<file path="config.mk">
export PLATFORM = sky130hd
export DESIGN_NAME = fdp3_regs
export DESIGN_NICKNAME = d
export VERILOG_FILES = /design/src/rtl/fdp3_pkg.sv /design/src/rtl/fdp3_regs.sv
export SDC_FILE = /design/constraint.sdc
export NUM_CORES = 1
export LEC_CHECK = 0
export BUFFER_PORTS_ARGS = -buffer_cell sky130_fd_sc_hd__buf_2
export CORE_UTILIZATION = 56
export CTS_BUF_LIST = sky130_fd_sc_hd__clkbuf_8
export DETAILED_ROUTE_END_ITERATION = 8
export PLACE_DENSITY = 0.9
export SLEW_MARGIN = 10
export SYNTH_ARGS = -nofsm -noshare
export SYNTH_HDL_FRONTEND = slang
export SYNTH_SLANG_ARGS = --single-unit
</file>
<file path="constraint.sdc">
create_clock -name CORE_CLK -period 4.7 [get_ports CORE_CLK]
set_input_delay 0.94 -clock CORE_CLK [delete_from_list [all_inputs] [get_ports CORE_CLK]]
set_output_delay 0.94 -clock CORE_CLK [all_outputs]
set_load 0.005 [all_outputs]
</file>
<file path="src/rtl/fdp3_pkg.sv">
// constants for the third fractional divider parameter register bank
package fdp3_pkg;

    // ==========================================================
    // register indices (byte address is four times the index)
    // ==========================================================
    localparam int unsigned NUM_REGS = 9;
    localparam logic [6:0] IDX_DIV3_DENOM_MID         = 7'h42;
    localparam logic [6:0] IDX_DIV3_DENOM_LOW         = 7'h43;
    localparam logic [6:0] IDX_DIV3_POSTDIV_INT_HIGH  = 7'h44;
    localparam logic [6:0] IDX_DIV3_INT_MID           = 7'h45;
    localparam logic [6:0] IDX_DIV3_INT_LOW           = 7'h46;
    localparam logic [6:0] IDX_DIV3_FRAC_HIGH_NIBBLES = 7'h47;
    localparam logic [6:0] IDX_DIV3_NUMER_MID         = 7'h48;
    localparam logic [6:0] IDX_DIV3_NUMER_LOW         = 7'h49;
    localparam logic [6:0] IDX_DIV4_DENOM_MID         = 7'h4A;
    localparam logic [6:0] IDX_FIRST                  = IDX_DIV3_DENOM_MID;

    // slot numbers inside the local array
    localparam int unsigned SLOT_DENOM_MID  = 0;
    localparam int unsigned SLOT_DENOM_LOW  = 1;
    localparam int unsigned SLOT_POST_INT   = 2;
    localparam int unsigned SLOT_INT_MID    = 3;
    localparam int unsigned SLOT_INT_LOW    = 4;
    localparam int unsigned SLOT_FRAC_HIGH  = 5;
    localparam int unsigned SLOT_NUMER_MID  = 6;
    localparam int unsigned SLOT_NUMER_LOW  = 7;
    localparam int unsigned SLOT_D4_DENOM   = 8;

    // ==========================================================
    // field positions
    // ==========================================================
    localparam int unsigned POSTDIV_LSB   = 4;
    localparam int unsigned POSTDIV_MSB   = 6;
    localparam int unsigned INT_HIGH_LSB  = 0;
    localparam int unsigned INT_HIGH_MSB  = 1;
    localparam int unsigned NUMER_HI_LSB  = 0;
    localparam int unsigned NUMER_HI_MSB  = 3;
    localparam int unsigned DENOM_HI_LSB  = 4;
    localparam int unsigned DENOM_HI_MSB  = 7;

    // ==========================================================
    // widths
    // ==========================================================
    localparam int unsigned REG_W      = 8;
    localparam int unsigned INT_W      = 18;
    localparam int unsigned FRAC_W     = 20;
    localparam int unsigned POSTDIV_W  = 3;
    localparam int unsigned PDCNT_W    = 7;
    localparam int unsigned DATA_W     = 32;
    localparam int unsigned ADDR_W     = 12;

    localparam logic [1:0] WORD_ALIGN  = 2'h0;

    // full register bank state (bytes, bus response, post-divider), held as one packed struct
    typedef struct packed {
        logic [NUM_REGS-1:0][REG_W-1:0] regs;
        logic                           pready;
        logic                           pslverr;
        logic [DATA_W-1:0]              prdata;
        logic [PDCNT_W-1:0]             pd_cnt;
        logic                           out_tick;
    } fdp3_state_t;

endpackage : fdp3_pkg

</file>
<file path="src/rtl/fdp3_regs.sv">
// apb register bank and post-divider for the third fractional divider
//
// Our own choice: the APB interface to the registers.
`timescale 1ns/100ps
`default_nettype none

// Notes on behaviour
// The third output is divided by two to the power of the 3-bit code in bits 6:4 of the post-divider register, 000b giving 1 and 111b giving 128.
// The 18-bit integer parameter is bits 1:0 of the post-divider register, then the integer middle byte, then the integer low byte.
// The 20-bit numerator is the low nibble of the high-nibbles register, then the numerator middle byte, then the numerator low byte.
// The 20-bit denominator is the high nibble of the high-nibbles register, then the denominator middle byte, then the denominator low byte.
// Bits 15:8 of the fourth divider's denominator are the full byte of its read-write register.
// Parameter bytes are not initialised by reset, so software writes all of them before trusting the output.
// Software writes zero to bit 7 and bits 3:2 of the post-divider register, and the divider ignores them.
module fdp3_regs #(
    parameter int unsigned ADDR_W = fdp3_pkg::ADDR_W
) (
    input  wire logic                          CORE_CLK,
    input  wire logic                          SRST,
    input  wire logic                          PSEL,
    input  wire logic                          PENABLE,
    input  wire logic                          PWRITE,
    input  wire logic [ADDR_W-1:0]             PADDR,
    input  wire logic [fdp3_pkg::DATA_W-1:0]   PWDATA,
    input  wire logic [3:0]                    PSTRB,
    output logic      [fdp3_pkg::DATA_W-1:0]   PRDATA,
    output logic                               PREADY,
    output logic                               PSLVERR,
    input  wire logic                          SYNTH3_TICK,
    output logic                               OUT3_TICK,
    output logic      [fdp3_pkg::POSTDIV_W-1:0] OUT3_POST_DIVIDER_CODE,
    output logic      [fdp3_pkg::INT_W-1:0]    DIV3_INTEGER_PARAM,
    output logic      [fdp3_pkg::FRAC_W-1:0]   DIV3_FRAC_NUMERATOR,
    output logic      [fdp3_pkg::FRAC_W-1:0]   DIV3_FRAC_DENOMINATOR,
    output logic      [fdp3_pkg::REG_W-1:0]    DIV4_FRAC_DENOMINATOR_MID
);

    // ==========================================================
    // helpers
    // ==========================================================

    // word address to slot; valid flag high only for a mapped, aligned word
    function automatic logic [4:0] addr_slot(input logic [ADDR_W-1:0] a);
        logic [ADDR_W-3:0] idx;
        logic [4:0]        res;
        idx = a[ADDR_W-1:2];
        res = 5'h00;
        if (a[1:0] != fdp3_pkg::WORD_ALIGN) begin
            res = 5'h00;
        end else if (idx >= (ADDR_W-2)'(fdp3_pkg::IDX_FIRST) &&
                     idx <= (ADDR_W-2)'(fdp3_pkg::IDX_DIV4_DENOM_MID)) begin
            res = {1'b1, 4'(idx - (ADDR_W-2)'(fdp3_pkg::IDX_FIRST))};
        end else begin
            res = 5'h00;
        end
        return res;
    endfunction

    // terminal count for divide by two to the code
    function automatic logic [fdp3_pkg::PDCNT_W-1:0] pd_last(
        input logic [fdp3_pkg::POSTDIV_W-1:0] code
    );
        logic [fdp3_pkg::PDCNT_W:0] one_hot;
        one_hot = (fdp3_pkg::PDCNT_W+1)'(1) << code;
        return fdp3_pkg::PDCNT_W'(one_hot - (fdp3_pkg::PDCNT_W+1)'(1));
    endfunction

    // ==========================================================
    // state
    // ==========================================================
    fdp3_pkg::fdp3_state_t q;
    fdp3_pkg::fdp3_state_t d;

    logic                              setup_phase;
    logic                              access_done;
    logic [4:0]                        slot_hit;
    logic [3:0]                        slot;
    logic [fdp3_pkg::POSTDIV_W-1:0]    code;
    logic [fdp3_pkg::PDCNT_W-1:0]      last;

    // only bits 6:4 steer the divider; bit 7 and 3:2 are don't-care
    assign code = q.regs[fdp3_pkg::SLOT_POST_INT][fdp3_pkg::POSTDIV_MSB:fdp3_pkg::POSTDIV_LSB];
    assign last = pd_last(code);

    // ==========================================================
    // next state
    // ==========================================================
    always_comb begin
        d           = q;
        setup_phase = PSEL && !PENABLE;
        access_done = PSEL && PENABLE && q.pready;
        slot_hit    = addr_slot(PADDR);
        slot        = slot_hit[3:0];

        // answer one cycle after setup: one wait-free access cycle
        d.pready  = setup_phase;
        d.pslverr = setup_phase && !slot_hit[4];
        d.prdata  = '0;
        if (setup_phase && slot_hit[4] && !PWRITE) begin
            d.prdata = {{(fdp3_pkg::DATA_W-fdp3_pkg::REG_W){1'b0}}, q.regs[slot]};
        end

        // byte write on the access edge; parameters have no reset value
        // writes are dropped while reset is held, even if a transfer straddles it
        if (access_done && PWRITE && slot_hit[4] && PSTRB[0] && !SRST) begin
            d.regs[slot] = PWDATA[fdp3_pkg::REG_W-1:0];
        end

        // post-divider: count source ticks, emit one per 2^code ticks
        d.out_tick = 1'b0;
        if (SYNTH3_TICK) begin
            if (q.pd_cnt >= last) begin
                d.pd_cnt   = '0;
                d.out_tick = 1'b1;
            end else begin
                d.pd_cnt = q.pd_cnt + fdp3_pkg::PDCNT_W'(1);
            end
        end

        // control state only; parameter bytes stay as they were
        if (SRST) begin
            d.pready   = 1'b0;
            d.pslverr  = 1'b0;
            d.prdata   = '0;
            d.pd_cnt   = '0;
            d.out_tick = 1'b0;
        end
    end

    // single register stage
    always_ff @(posedge CORE_CLK) begin
        q <= d;
    end

    // ==========================================================
    // outputs, all taken from flip-flops
    // ==========================================================
    assign PRDATA  = q.prdata;
    assign PREADY  = q.pready;
    assign PSLVERR = q.pslverr;
    assign OUT3_TICK = q.out_tick;
    assign OUT3_POST_DIVIDER_CODE = code;

    // integer part from three bytes
    assign DIV3_INTEGER_PARAM = {
        q.regs[fdp3_pkg::SLOT_POST_INT][fdp3_pkg::INT_HIGH_MSB:fdp3_pkg::INT_HIGH_LSB],
        q.regs[fdp3_pkg::SLOT_INT_MID],
        q.regs[fdp3_pkg::SLOT_INT_LOW]
    };

    // numerator from the low nibble and two bytes
    assign DIV3_FRAC_NUMERATOR = {
        q.regs[fdp3_pkg::SLOT_FRAC_HIGH][fdp3_pkg::NUMER_HI_MSB:fdp3_pkg::NUMER_HI_LSB],
        q.regs[fdp3_pkg::SLOT_NUMER_MID],
        q.regs[fdp3_pkg::SLOT_NUMER_LOW]
    };

    // denominator from the high nibble and two bytes
    assign DIV3_FRAC_DENOMINATOR = {
        q.regs[fdp3_pkg::SLOT_FRAC_HIGH][fdp3_pkg::DENOM_HI_MSB:fdp3_pkg::DENOM_HI_LSB],
        q.regs[fdp3_pkg::SLOT_DENOM_MID],
        q.regs[fdp3_pkg::SLOT_DENOM_LOW]
    };

    assign DIV4_FRAC_DENOMINATOR_MID = q.regs[fdp3_pkg::SLOT_D4_DENOM];

endmodule // fdp3_regs

`default_nettype wire

</file>
# [Yosys cells after proc, flatten, opt, wreduce, memory -nomap -nowiden]
# Cells that the tools add are included.
# W data, S select, Z words.
[op_classes] add_sub_neg=3 order_cmp=5 n_shift=1 mux=9 bitwise=2 reduce_logical=19
[ops] cell="$bwmux W72" count=1
[ops] cell="$bmux W8 S4" count=1
[ops] cell="$demux W8 S4" count=1
[ops] cell="$mux W8" count=2
[ops] cell="$logic_and A1 B1 Y1" count=12
[ops] cell="$ge A10 B7 Y1 const B" count=1
[ops] cell="$le A10 B7 Y1 const B" count=1
[ops] cell="$mux W5" count=2
[ops] cell="$add A7 B1 Y7 const B" count=1
[ops] cell="$ge A7 B7 Y1" count=1
[ops] cell="$mux W7" count=1
[ops] cell="$shl A1 B3 Y7 const A" count=1
[ops] cell="$sub A7 B1 Y7 const B" count=1
[ops] cell="$lt A4 B5 Y1 const B" count=1
[ops] cell="$ge A4 B1 Y1 const B" count=1
[ops] cell="$logic_not A1 Y1" count=4
[ops] cell="$reduce_or A2 Y1" count=2
[ops] cell="$sub A4 B2 Y4 const B" count=1
[ops] cell="$not A1 Y1" count=2
[ops] cell="$reduce_bool A2 Y1" count=1
[ops] cell="$mux W1" count=1
[totals] ff_bits=114 input_bits=54 output_inout_bits=104 word_cells=54

# [Longest topological paths before layout]
# Gate-level depths: netlist of run 1.
[depth] ltp_word=9 mapped_depth=9 depth_no_buf=8

# [Worst setup path after synthesis of run 1]
# OpenSTA, ideal clock, no wires.
[synth_path] kind="input-to-reg" from="input port PADDR[4]" to="register q, in the netlist DIV3_INTEGER_PARAM[16], enable pin" setup_time_ps=383 arrival_time_ps=2690 required_ps=4317 slack_ps=1626 stages=8 path_buffers=1 cell_sequence="inv_1 > ha_1 > inv_1 > o221a_1 > nor3_2 > buf_2 > nand4_1 > nor3_1"
[synth_between] elab_chain_cells=7 word_cells_on_any_way=8 cone_classes="order compare (2); mux (2); reduce/logical (4)"
[synth_rtl] element="start: declaration" line_no="fdp3_regs.sv:23" source="input wire logic [ADDR_W-1:0] PADDR,"
[synth_rtl] element="$ge A10 B7 Y1 or $le A10 B7 Y1 (tied branches)" line_no="fdp3_regs.sv:50, fdp3_regs.sv:51"
[synth_rtl] element="$logic_and A1 B1 Y1 (*)" line_no="fdp3_regs.sv:50" source="end else if (idx >= (ADDR_W-2)'(fdp3_pkg::IDX_FIRST) &&"
[synth_rtl] element="$mux W5 (*)" line_no="fdp3_regs.sv:50"
[synth_rtl] element="$mux W5 (*)" line_no="fdp3_regs.sv:48" source="if (a[1:0] != fdp3_pkg::WORD_ALIGN) begin"
[synth_rtl] element="$logic_and A1 B1 Y1 (*) (3 in series)" line_no="fdp3_regs.sv:105" source="if (access_done && PWRITE && slot_hit[4] && PSTRB[0] && !SRST) begin"
[synth_rtl] element="end signal: assignment" line_no="fdp3_regs.sv:132" source="q <= d;"
[synth_rtl] element="end: declaration" line_no="fdp3_regs.sv:71" source="fdp3_pkg::fdp3_state_t q;"
# Every way passes the cells marked *; elsewhere a longest branch is shown, timed or not.
# A chain may end at the register's enable or synchronous reset.

# [Worst setup path after layout of run 1]
[layout_path] from="input port PADDR[3]" to="register q[61] (netlist name), enable pin"
# Same word-level chain as after synthesis.

==> summary.md, run 1 <==
| Metric | Value |
|---|---|
| Worst setup EP type | flop |
| Startpoint Class | primary input |
| Reg-to-Reg Start | OUT3_POST_DIVIDER_CODE[2] |
| Routability Congestion | 0.7641 |
| Clock sinks | 90 |
| Multi-input gate area | 1318 µm² |
| Synth unique cells | 47 |
| Initial antenna violation count | 0 |
| Synthesized cell area | 4599 µm² |
| Area occupied by registers | 2522 µm² |
| GRT Total Usage | 0.2338 |
| F_max | 283.3 MHz |
| Share of layout cells above drive strength 1 | 0.3341 |
| CTS Buf Count | 9 |
| Deepest clock path buffer count | 2 |
| Number of DRC markers in iteration 0 | 219 |
| Vias per cell | 5.579 |
| Synth Flop Type | edfxtp_1 |
| Post-Syn Instances | 384 |
| Clock share of power | 0.366 |
| Worst slew pin tran | 0.9345 ns |
| Clock Tree Root | clkbuf_8 |
| Vias in the first global route | 2808 |
| Final net count | 484 |
| Worst setup margin | 1.170 ns |
| CP Max Fanout | 29 |
| CTS Hold Bufs | 0 |
| Fin cells | 527 |
| Arrival time worst endpoint | 3.61 ns |
| Synth top area cells | edfxtp_1, buf_4, dfxtp_1 |
| Sequential power share | 0.579 |
| Placed Cells incl. Taps | 511 |
| Int Pwr | 1.139 mW |
| Sw frac | 0.2339 |
| Global route overflow | 0 |
| First-pass GRT wire length | 14840 µm |
| Setup TNS Final | 0 ns |
| Top-area cell type share of the netlist area | 0.4701 |
| Worst-path clk slew | 0.09 ns |
| CP Class | primary input to flop |
| DRC viols | 0 |
| Total design power | 1.487 mW |
| End of the critical path | q[61] |
| Combinational Power Share | 0.054 |
| Peak supply drop | 0.1867 mV |
| Core ar. | 7848 µm² |
| Fillers | 613 |
| Total number of vias | 2940 |
| IO Port Bufs | 106 |
| Final setup fails | 0 |
| Crit path from | PADDR[3] |
| Layout Skew | 0.008899 ns |
| Worst-Skew Late Latency | 0.36 ns |
| Die height | 92.63 µm |
| Outcome | finished clean |
| Synth Warn # | 0 |
| Area Growth Syn to Fin | 4.162% |
| Final hold violation count | 0 |
| Fin crit period | 3.530 ns |
| Final critical-path share of the clock period | 0.7511 |
| M1 GR Usage | 0.3079 |
| Crit Reg-Reg Endpoint | OUT3_TICK |
| Max Cap Viol | 0 |
| Detailed Route WL | 9880 µm |
| PostCTS Resize Cnt | 0 |
| Placed wire-length estimate | 7019 µm |
| Largest net degree at the start of global routing | 37 |
| Placed Area | 4588 µm² |
| Initial cell density of the core | 0.5861 |
| Avg Synthesized Cell Area | 11.98 µm² |
| Slew HR | 0.3747 |
| Wirelength per Cell | 18.75 µm |
| Type of the most critical hold path | flop to flop |
| CTS tree | done |
| R2r setup slk | 2.27 ns |
| FF+latch count, synth | 90 |
| Sequential area share after synthesis | 0.5484 |
| Post-synth EDFFs | 72 |
| Pre-CTS setup slack | 0.8584 ns |
| Pins Over Slew Limit | 0 |
| Die ar. | 8579 µm² |
| Post CTS Setup Buffer Count | 0 |
| Met2 usage | 0.3833 |
| Worst path required time | 4.78 ns |
| Leak Pwr | 1.963 nW |
| DR pass1 iterations | 5 |
| Remaining antenna violation count | 0 |
| Psw | 0.3479 mW |
| Cell Rows | 32 |
| Post-synth top area cell | edfxtp_1 |
| Ys async rst share | 0 |
| Final Instance Area | 4791 µm² |
| Grt peak-use layer | met2 |
| Die width | 92.63 µm |
| Number of H-tree levels | 3 |
| Grt met3 use | 0.04762 |
| FF-to-FF path depth | 8 |
| Pwr Density | 310.4 nW/µm² |
| RSZ-0062 raised after global routing | no |
| Antenna diodes | 0 |
| Top Ports | 158 |
==> layout by cell type (no fill, tap or decap), drive strengths merged, types with 9 or more instances in the layout <==
| master | count |
|---|---|
| mux2i | 9 |
| ha | 10 |
| a21oi | 14 |
| conb | 24 |
| buf | 114 |
| clkbuf | 9 |
| nor2 | 20 |
| dfxtp | 18 |
| edfxtp | 72 |
| inv | 11 |
| nand2 | 24 |
==> power by group through the flow <==
stage | logic, mW | clock network [mW] | registers, mW
6_report | 0.0809 | 0.545 | 0.861
5_1_grt | 0.0895 | 0.573 | 0.862
4_1_cts | 0.0798 | 0.545 | 0.861
3_5_place_dp | 0.0790 | 0 | 0.880
3_3_place_gp | 0.0754 | 0 | 0.879
2_1_floorplan | 0.0636 | 0 | 0.880
==> worst min path at each step <==
stage	cells past startpoint	startpoint	end	slack, ns
after floorplan	2	q[2]	q[2]	0.48
after global placement	2	q[2]	q[2]	0.50
after detailed placement	2	q[2]	q[2]	0.52
after CTS	2	q[2]	q[2]	0.54
after global routing	2	q[2]	q[2]	0.57
final	2	q[2]	q[2]	0.54
==> through the flow <==
stage,utilization,hold slack [ns]
finish,0.6105,0.5401
global route,0.6105,0.5660
CTS,0.6105,0.5372
detailed placement,0.5847,0.5239
global placement,0.5847,0.5043
floorplan,-,0.4841
==> sequential cells by signal, indices dropped and copies added (netlist names), 3 cells and up <==
signal and flops:
DIV3_FRAC_DENOMINATOR 20, DIV3_FRAC_NUMERATOR 20, DIV3_INTEGER_PARAM 18, DIV4_FRAC_DENOMINATOR_MID 8, OUT3_POST_DIVIDER_CODE 3, PRDATA 8, q 10
==> area by class of cell <==
| type | instances | area share |
|---|---|---|
| Tap cell | 102 | 0.02664 |
| Timing Repair Buffer | 114 | 0.1233 |
| Inverter | 8 | 0.006268 |
| Clock inverter | 7 | 0.01645 |
| Sequential cell | 90 | 0.5265 |
| Multi-Input combinational cell | 197 | 0.2750 |
| Clock buffer | 9 | 0.02586 |
==> Yosys cell counts (7+ instances only) <==
cell type and instances:
a21oi_1 14, a22o_1 7, buf_4 102, dfxtp_1 18, edfxtp_1 72, ha_1 10
inv_1 8, mux2i_1 9, nand2_1 23, nand3_1 7, nand4_1 7, nor2_1 20
o221ai_1 7
==> per-layer routing <==
layer / part of all wire / vias to the layer above
met3: 0.083 / 15
met1: 0.41 / 1409
met5: 0 / -
met2: 0.50 / 182
li1: - / 1334
met4: 0.013 / 0
==> cells by family after synthesis <==
family                     Yosys count  share of synthesized area
muxes                               13                    0.02938
adders and majority gates           10                    0.02720
AOI/OAI and AO/OA                   56                    0.08869
DFF                                 90                     0.5484
xor gates and xnor gates             7                    0.01333
and+or+nand+nor                     87                     0.1083
other                                1                  0.0008153
buffers and inverters              120                     0.1839
==> worst max-delay path, stage by stage <==
cell	delay, ns
buf_2	0.44
ha_1	0.23
inv_1	0.04
o221a_1	0.24
nor3_2	0.49
nand4_1	0.24
nor3_1	0.69
buf_4	0.29
No activity file was read; power rests on OpenSTA's default activity.
==> run 2, diff against run 1 <==
--- a/config.mk
+++ b/config.mk
@@ -6,10 +6,10 @@
 export NUM_CORES = 1
 export LEC_CHECK = 0
 export BUFFER_PORTS_ARGS = -buffer_cell sky130_fd_sc_hd__buf_2
-export CORE_UTILIZATION = 56
+export CORE_UTILIZATION = 47
 export CTS_BUF_LIST = sky130_fd_sc_hd__clkbuf_8
 export DETAILED_ROUTE_END_ITERATION = 8
-export PLACE_DENSITY = 0.9
+export PLACE_DENSITY = 0.81
 export SLEW_MARGIN = 10
 export SYNTH_ARGS = -nofsm -noshare
 export SYNTH_HDL_FRONTEND = slang
==> constraint.sdc (replaced) <==
create_clock -name CORE_CLK -period 3.1 [get_ports CORE_CLK]
set_input_delay 0.62 -clock CORE_CLK [delete_from_list [all_inputs] [get_ports CORE_CLK]]
set_output_delay 0.62 -clock CORE_CLK [all_outputs]
set_load 0.005 [all_outputs]
==> summary.md, run 2 (synthesized netlist as in run 1, its figures left out) <==
| Metric | Value |
|---|---|
| Antenna diodes | 0 (unchanged) |
| Global route overflow | 0 (unchanged) |
| Clock Tree Root | clkbuf_8 |
| Startpoint Class | flop |
| Number of DRC markers in iteration 0 | 340 (+55%) |
| PostCTS Resize Cnt | 0 (unchanged) |
| Routability Congestion | 0.8679 (+14%) |
| Die height | 100.9 µm (+9.0%) |
| Type of the most critical hold path | primary input to flop |
| Hold path start | PENABLE |
| Placed Cells incl. Taps | 550 (+7.6%) |
| First-pass GRT wire length | 15240 µm (+2.7%) |
| Core ar. | 9371 µm² (+19%) |
| Placed wire-length estimate | 7268 µm (+3.5%) |
| Fin cells | 566 (+7.4%) |
| Commonest cells after routing, fill and taps aside | buf_2, edfxtp_1, conb_1 |
| Hold Path End | PSLVERR |
| Cell Rows | 35 (+9.4%) |
| Final hold violation count | 0 (unchanged) |
| Area Growth Syn to Fin | 7.155% |
| FF-to-FF path depth | 8 (unchanged) |
| Pins Over Slew Limit | 0 (unchanged) |
| Worst path required time | 3.36 ns (-1.42 ns) |
| Detailed Route WL | 9908 µm (+0.28%) |
| Initial antenna violation count | 0 (unchanged) |
| Final setup fails | 0 (unchanged) |
| Final net count | 496 (+2.5%) |
| Pwr Density | 466.1 nW/µm² (+50%) |
| Worst-Skew Late Latency | 0.36 ns (about the same) |
| Setup TNS Final | 0 ns (unchanged) |
| Clock sinks | 90 (unchanged) |
| Deepest clock path buffer count | 2 (unchanged) |
| Top Ports | 158 (unchanged) |
| IO Port Bufs | 106 (unchanged) |
| Number of H-tree levels | 3 (unchanged) |
| F_max | 402.8 MHz |
| Post CTS Setup Buffer Count | 0 (unchanged) |
| Arrival time worst endpoint | 2.74 ns (-0.87 ns) |
| Worst slew pin tran | 0.6475 ns (-0.2870 ns) |
| Total number of vias | 2951 (+0.37%) |
| Worst hold slack | 0.4493 ns (-0.09078 ns) |
| Worst-path clk slew | 0.09 ns (about the same) |
| Max Cap Viol | 0 (unchanged) |
| Largest net degree at the start of global routing | 25 (-32%) |
| Share of layout cells above drive strength 1 | 0.3501 (+0.01600) |
| CTS Hold Bufs | 0 (unchanged) |
| CP Max Fanout | 9 (-69%) |
| Die width | 100.9 µm (+9.0%) |
| Vias in the first global route | 2903 (+3.4%) |
| Initial cell density of the core | 0.4908 (-0.09531) |
| Fin crit period | 2.482 ns |
| CP Class | flop to flop |
| Vias per cell | 5.214 (-6.5%) |
| Crit Reg-Reg Endpoint | OUT3_TICK |
| Reg-to-Reg Start | OUT3_POST_DIVIDER_CODE[2] |
| Final critical-path share of the clock period | 0.8008 |
| Wirelength per Cell | 17.51 µm (-6.6%) |
| R2r setup slk | 0.62 ns (-1.65 ns) |
| Peak supply drop | 0.2844 mV (+52%) |
| GRT Total Usage | 0.2061 (-0.02771) |
| DRC viols | 0 (unchanged) |
| WHS Path Cells | 2 (unchanged) |
| Worst setup EP type | flop |
| Remaining antenna violation count | 0 (unchanged) |
| Leak Pwr | 2.032 nW (+3.5%) |
| Slew HR | 0.5650 (+0.1903) |
| Layout Skew | 0.008760 ns (-0.0001385 ns) |
| CTS Buf Count | 9 (unchanged) |
| Die ar. | 10190 µm² (+19%) |
| Most common cell after layout, fill and taps aside | buf_2 |
| DR pass1 iterations | 5 (unchanged) |
| CTS tree | done |
| Outcome | finished clean |
| RSZ-0062 raised after global routing | no |
-- run 2: cell count changes in the layout (fill, tap and decap cells not counted) --
cell,before,now
clkinv_4,2,1
bufinv_16,1,2
buf_4,8,20
clkinv_1,0,1
inv_8,1,0
-- run 2: cell type report --
type,count,area (µm²)
clock inverters,7,92.59
well taps,129,161.4
fillers,797,4443
clock buffers,9,123.9
repair buffers,126,680.7
inverters,8,30.03
flip-flops and latches,90,2522
multi-input cells,197,1318
-- run 2: layer usage --
| metal | up-vias | routed length, µm | GRT usage |
|---|---|---|---|
| li1 | 1355 | - | - |
| met1 | 1389 | 4098 | 0.2678 |
| met2 | 186 | 4706 | 0.3177 |
| met3 | 21 | 884 | 0.04993 |
| met4 | 0 | 218 | 0.1137 |
| met5 | - | 0 | 0 |
-- run 2: stage by stage --
step	setup WS, ns	util	power (mW)	cell area [µm²]
floorplan	0.3463	-	1.430	4686
global placement	0.4196	0.5028	1.452	4712
detailed placement	0.3627	0.5028	1.456	4712
CTS	0.6086	0.5259	2.306	4928
global route	0.5180	0.5259	2.375	4928
finish	0.6176	0.5259	2.297	4928
-- run 2: worst max-delay path, stage by stage (launching register included) --
cell and delay, ns:
edfxtp_1 0.53, or3_1 0.42, ha_1 0.27, nand2b_1 0.15, a21o_1 0.17, a21o_1 0.17, a211oi_1 0.32, nor2_1 0.13
o211a_1 0.22
-- run 2: where the power goes --
group	internal, mW	switching (mW)
Clock	0.453	0.415
Combinational	0.0457	0.0782
Sequential	1.30	0.00300
Total	1.80	0.496
-- run 2: how the worst max path moves through the flow --
stage                              start                     end  cells after the start
2_1_floorplan                   PADDR[4]  DIV3_INTEGER_PARAM[16]                      8
3_3_place_gp                    PADDR[3]               PRDATA[2]                      7
3_5_place_dp                    PADDR[3]               PRDATA[6]                      7
4_1_cts        OUT3_POST_DIVIDER_CODE[2]               OUT3_TICK                      8
5_1_grt        OUT3_POST_DIVIDER_CODE[2]               OUT3_TICK                      8
6_report       OUT3_POST_DIVIDER_CODE[2]               OUT3_TICK                      8
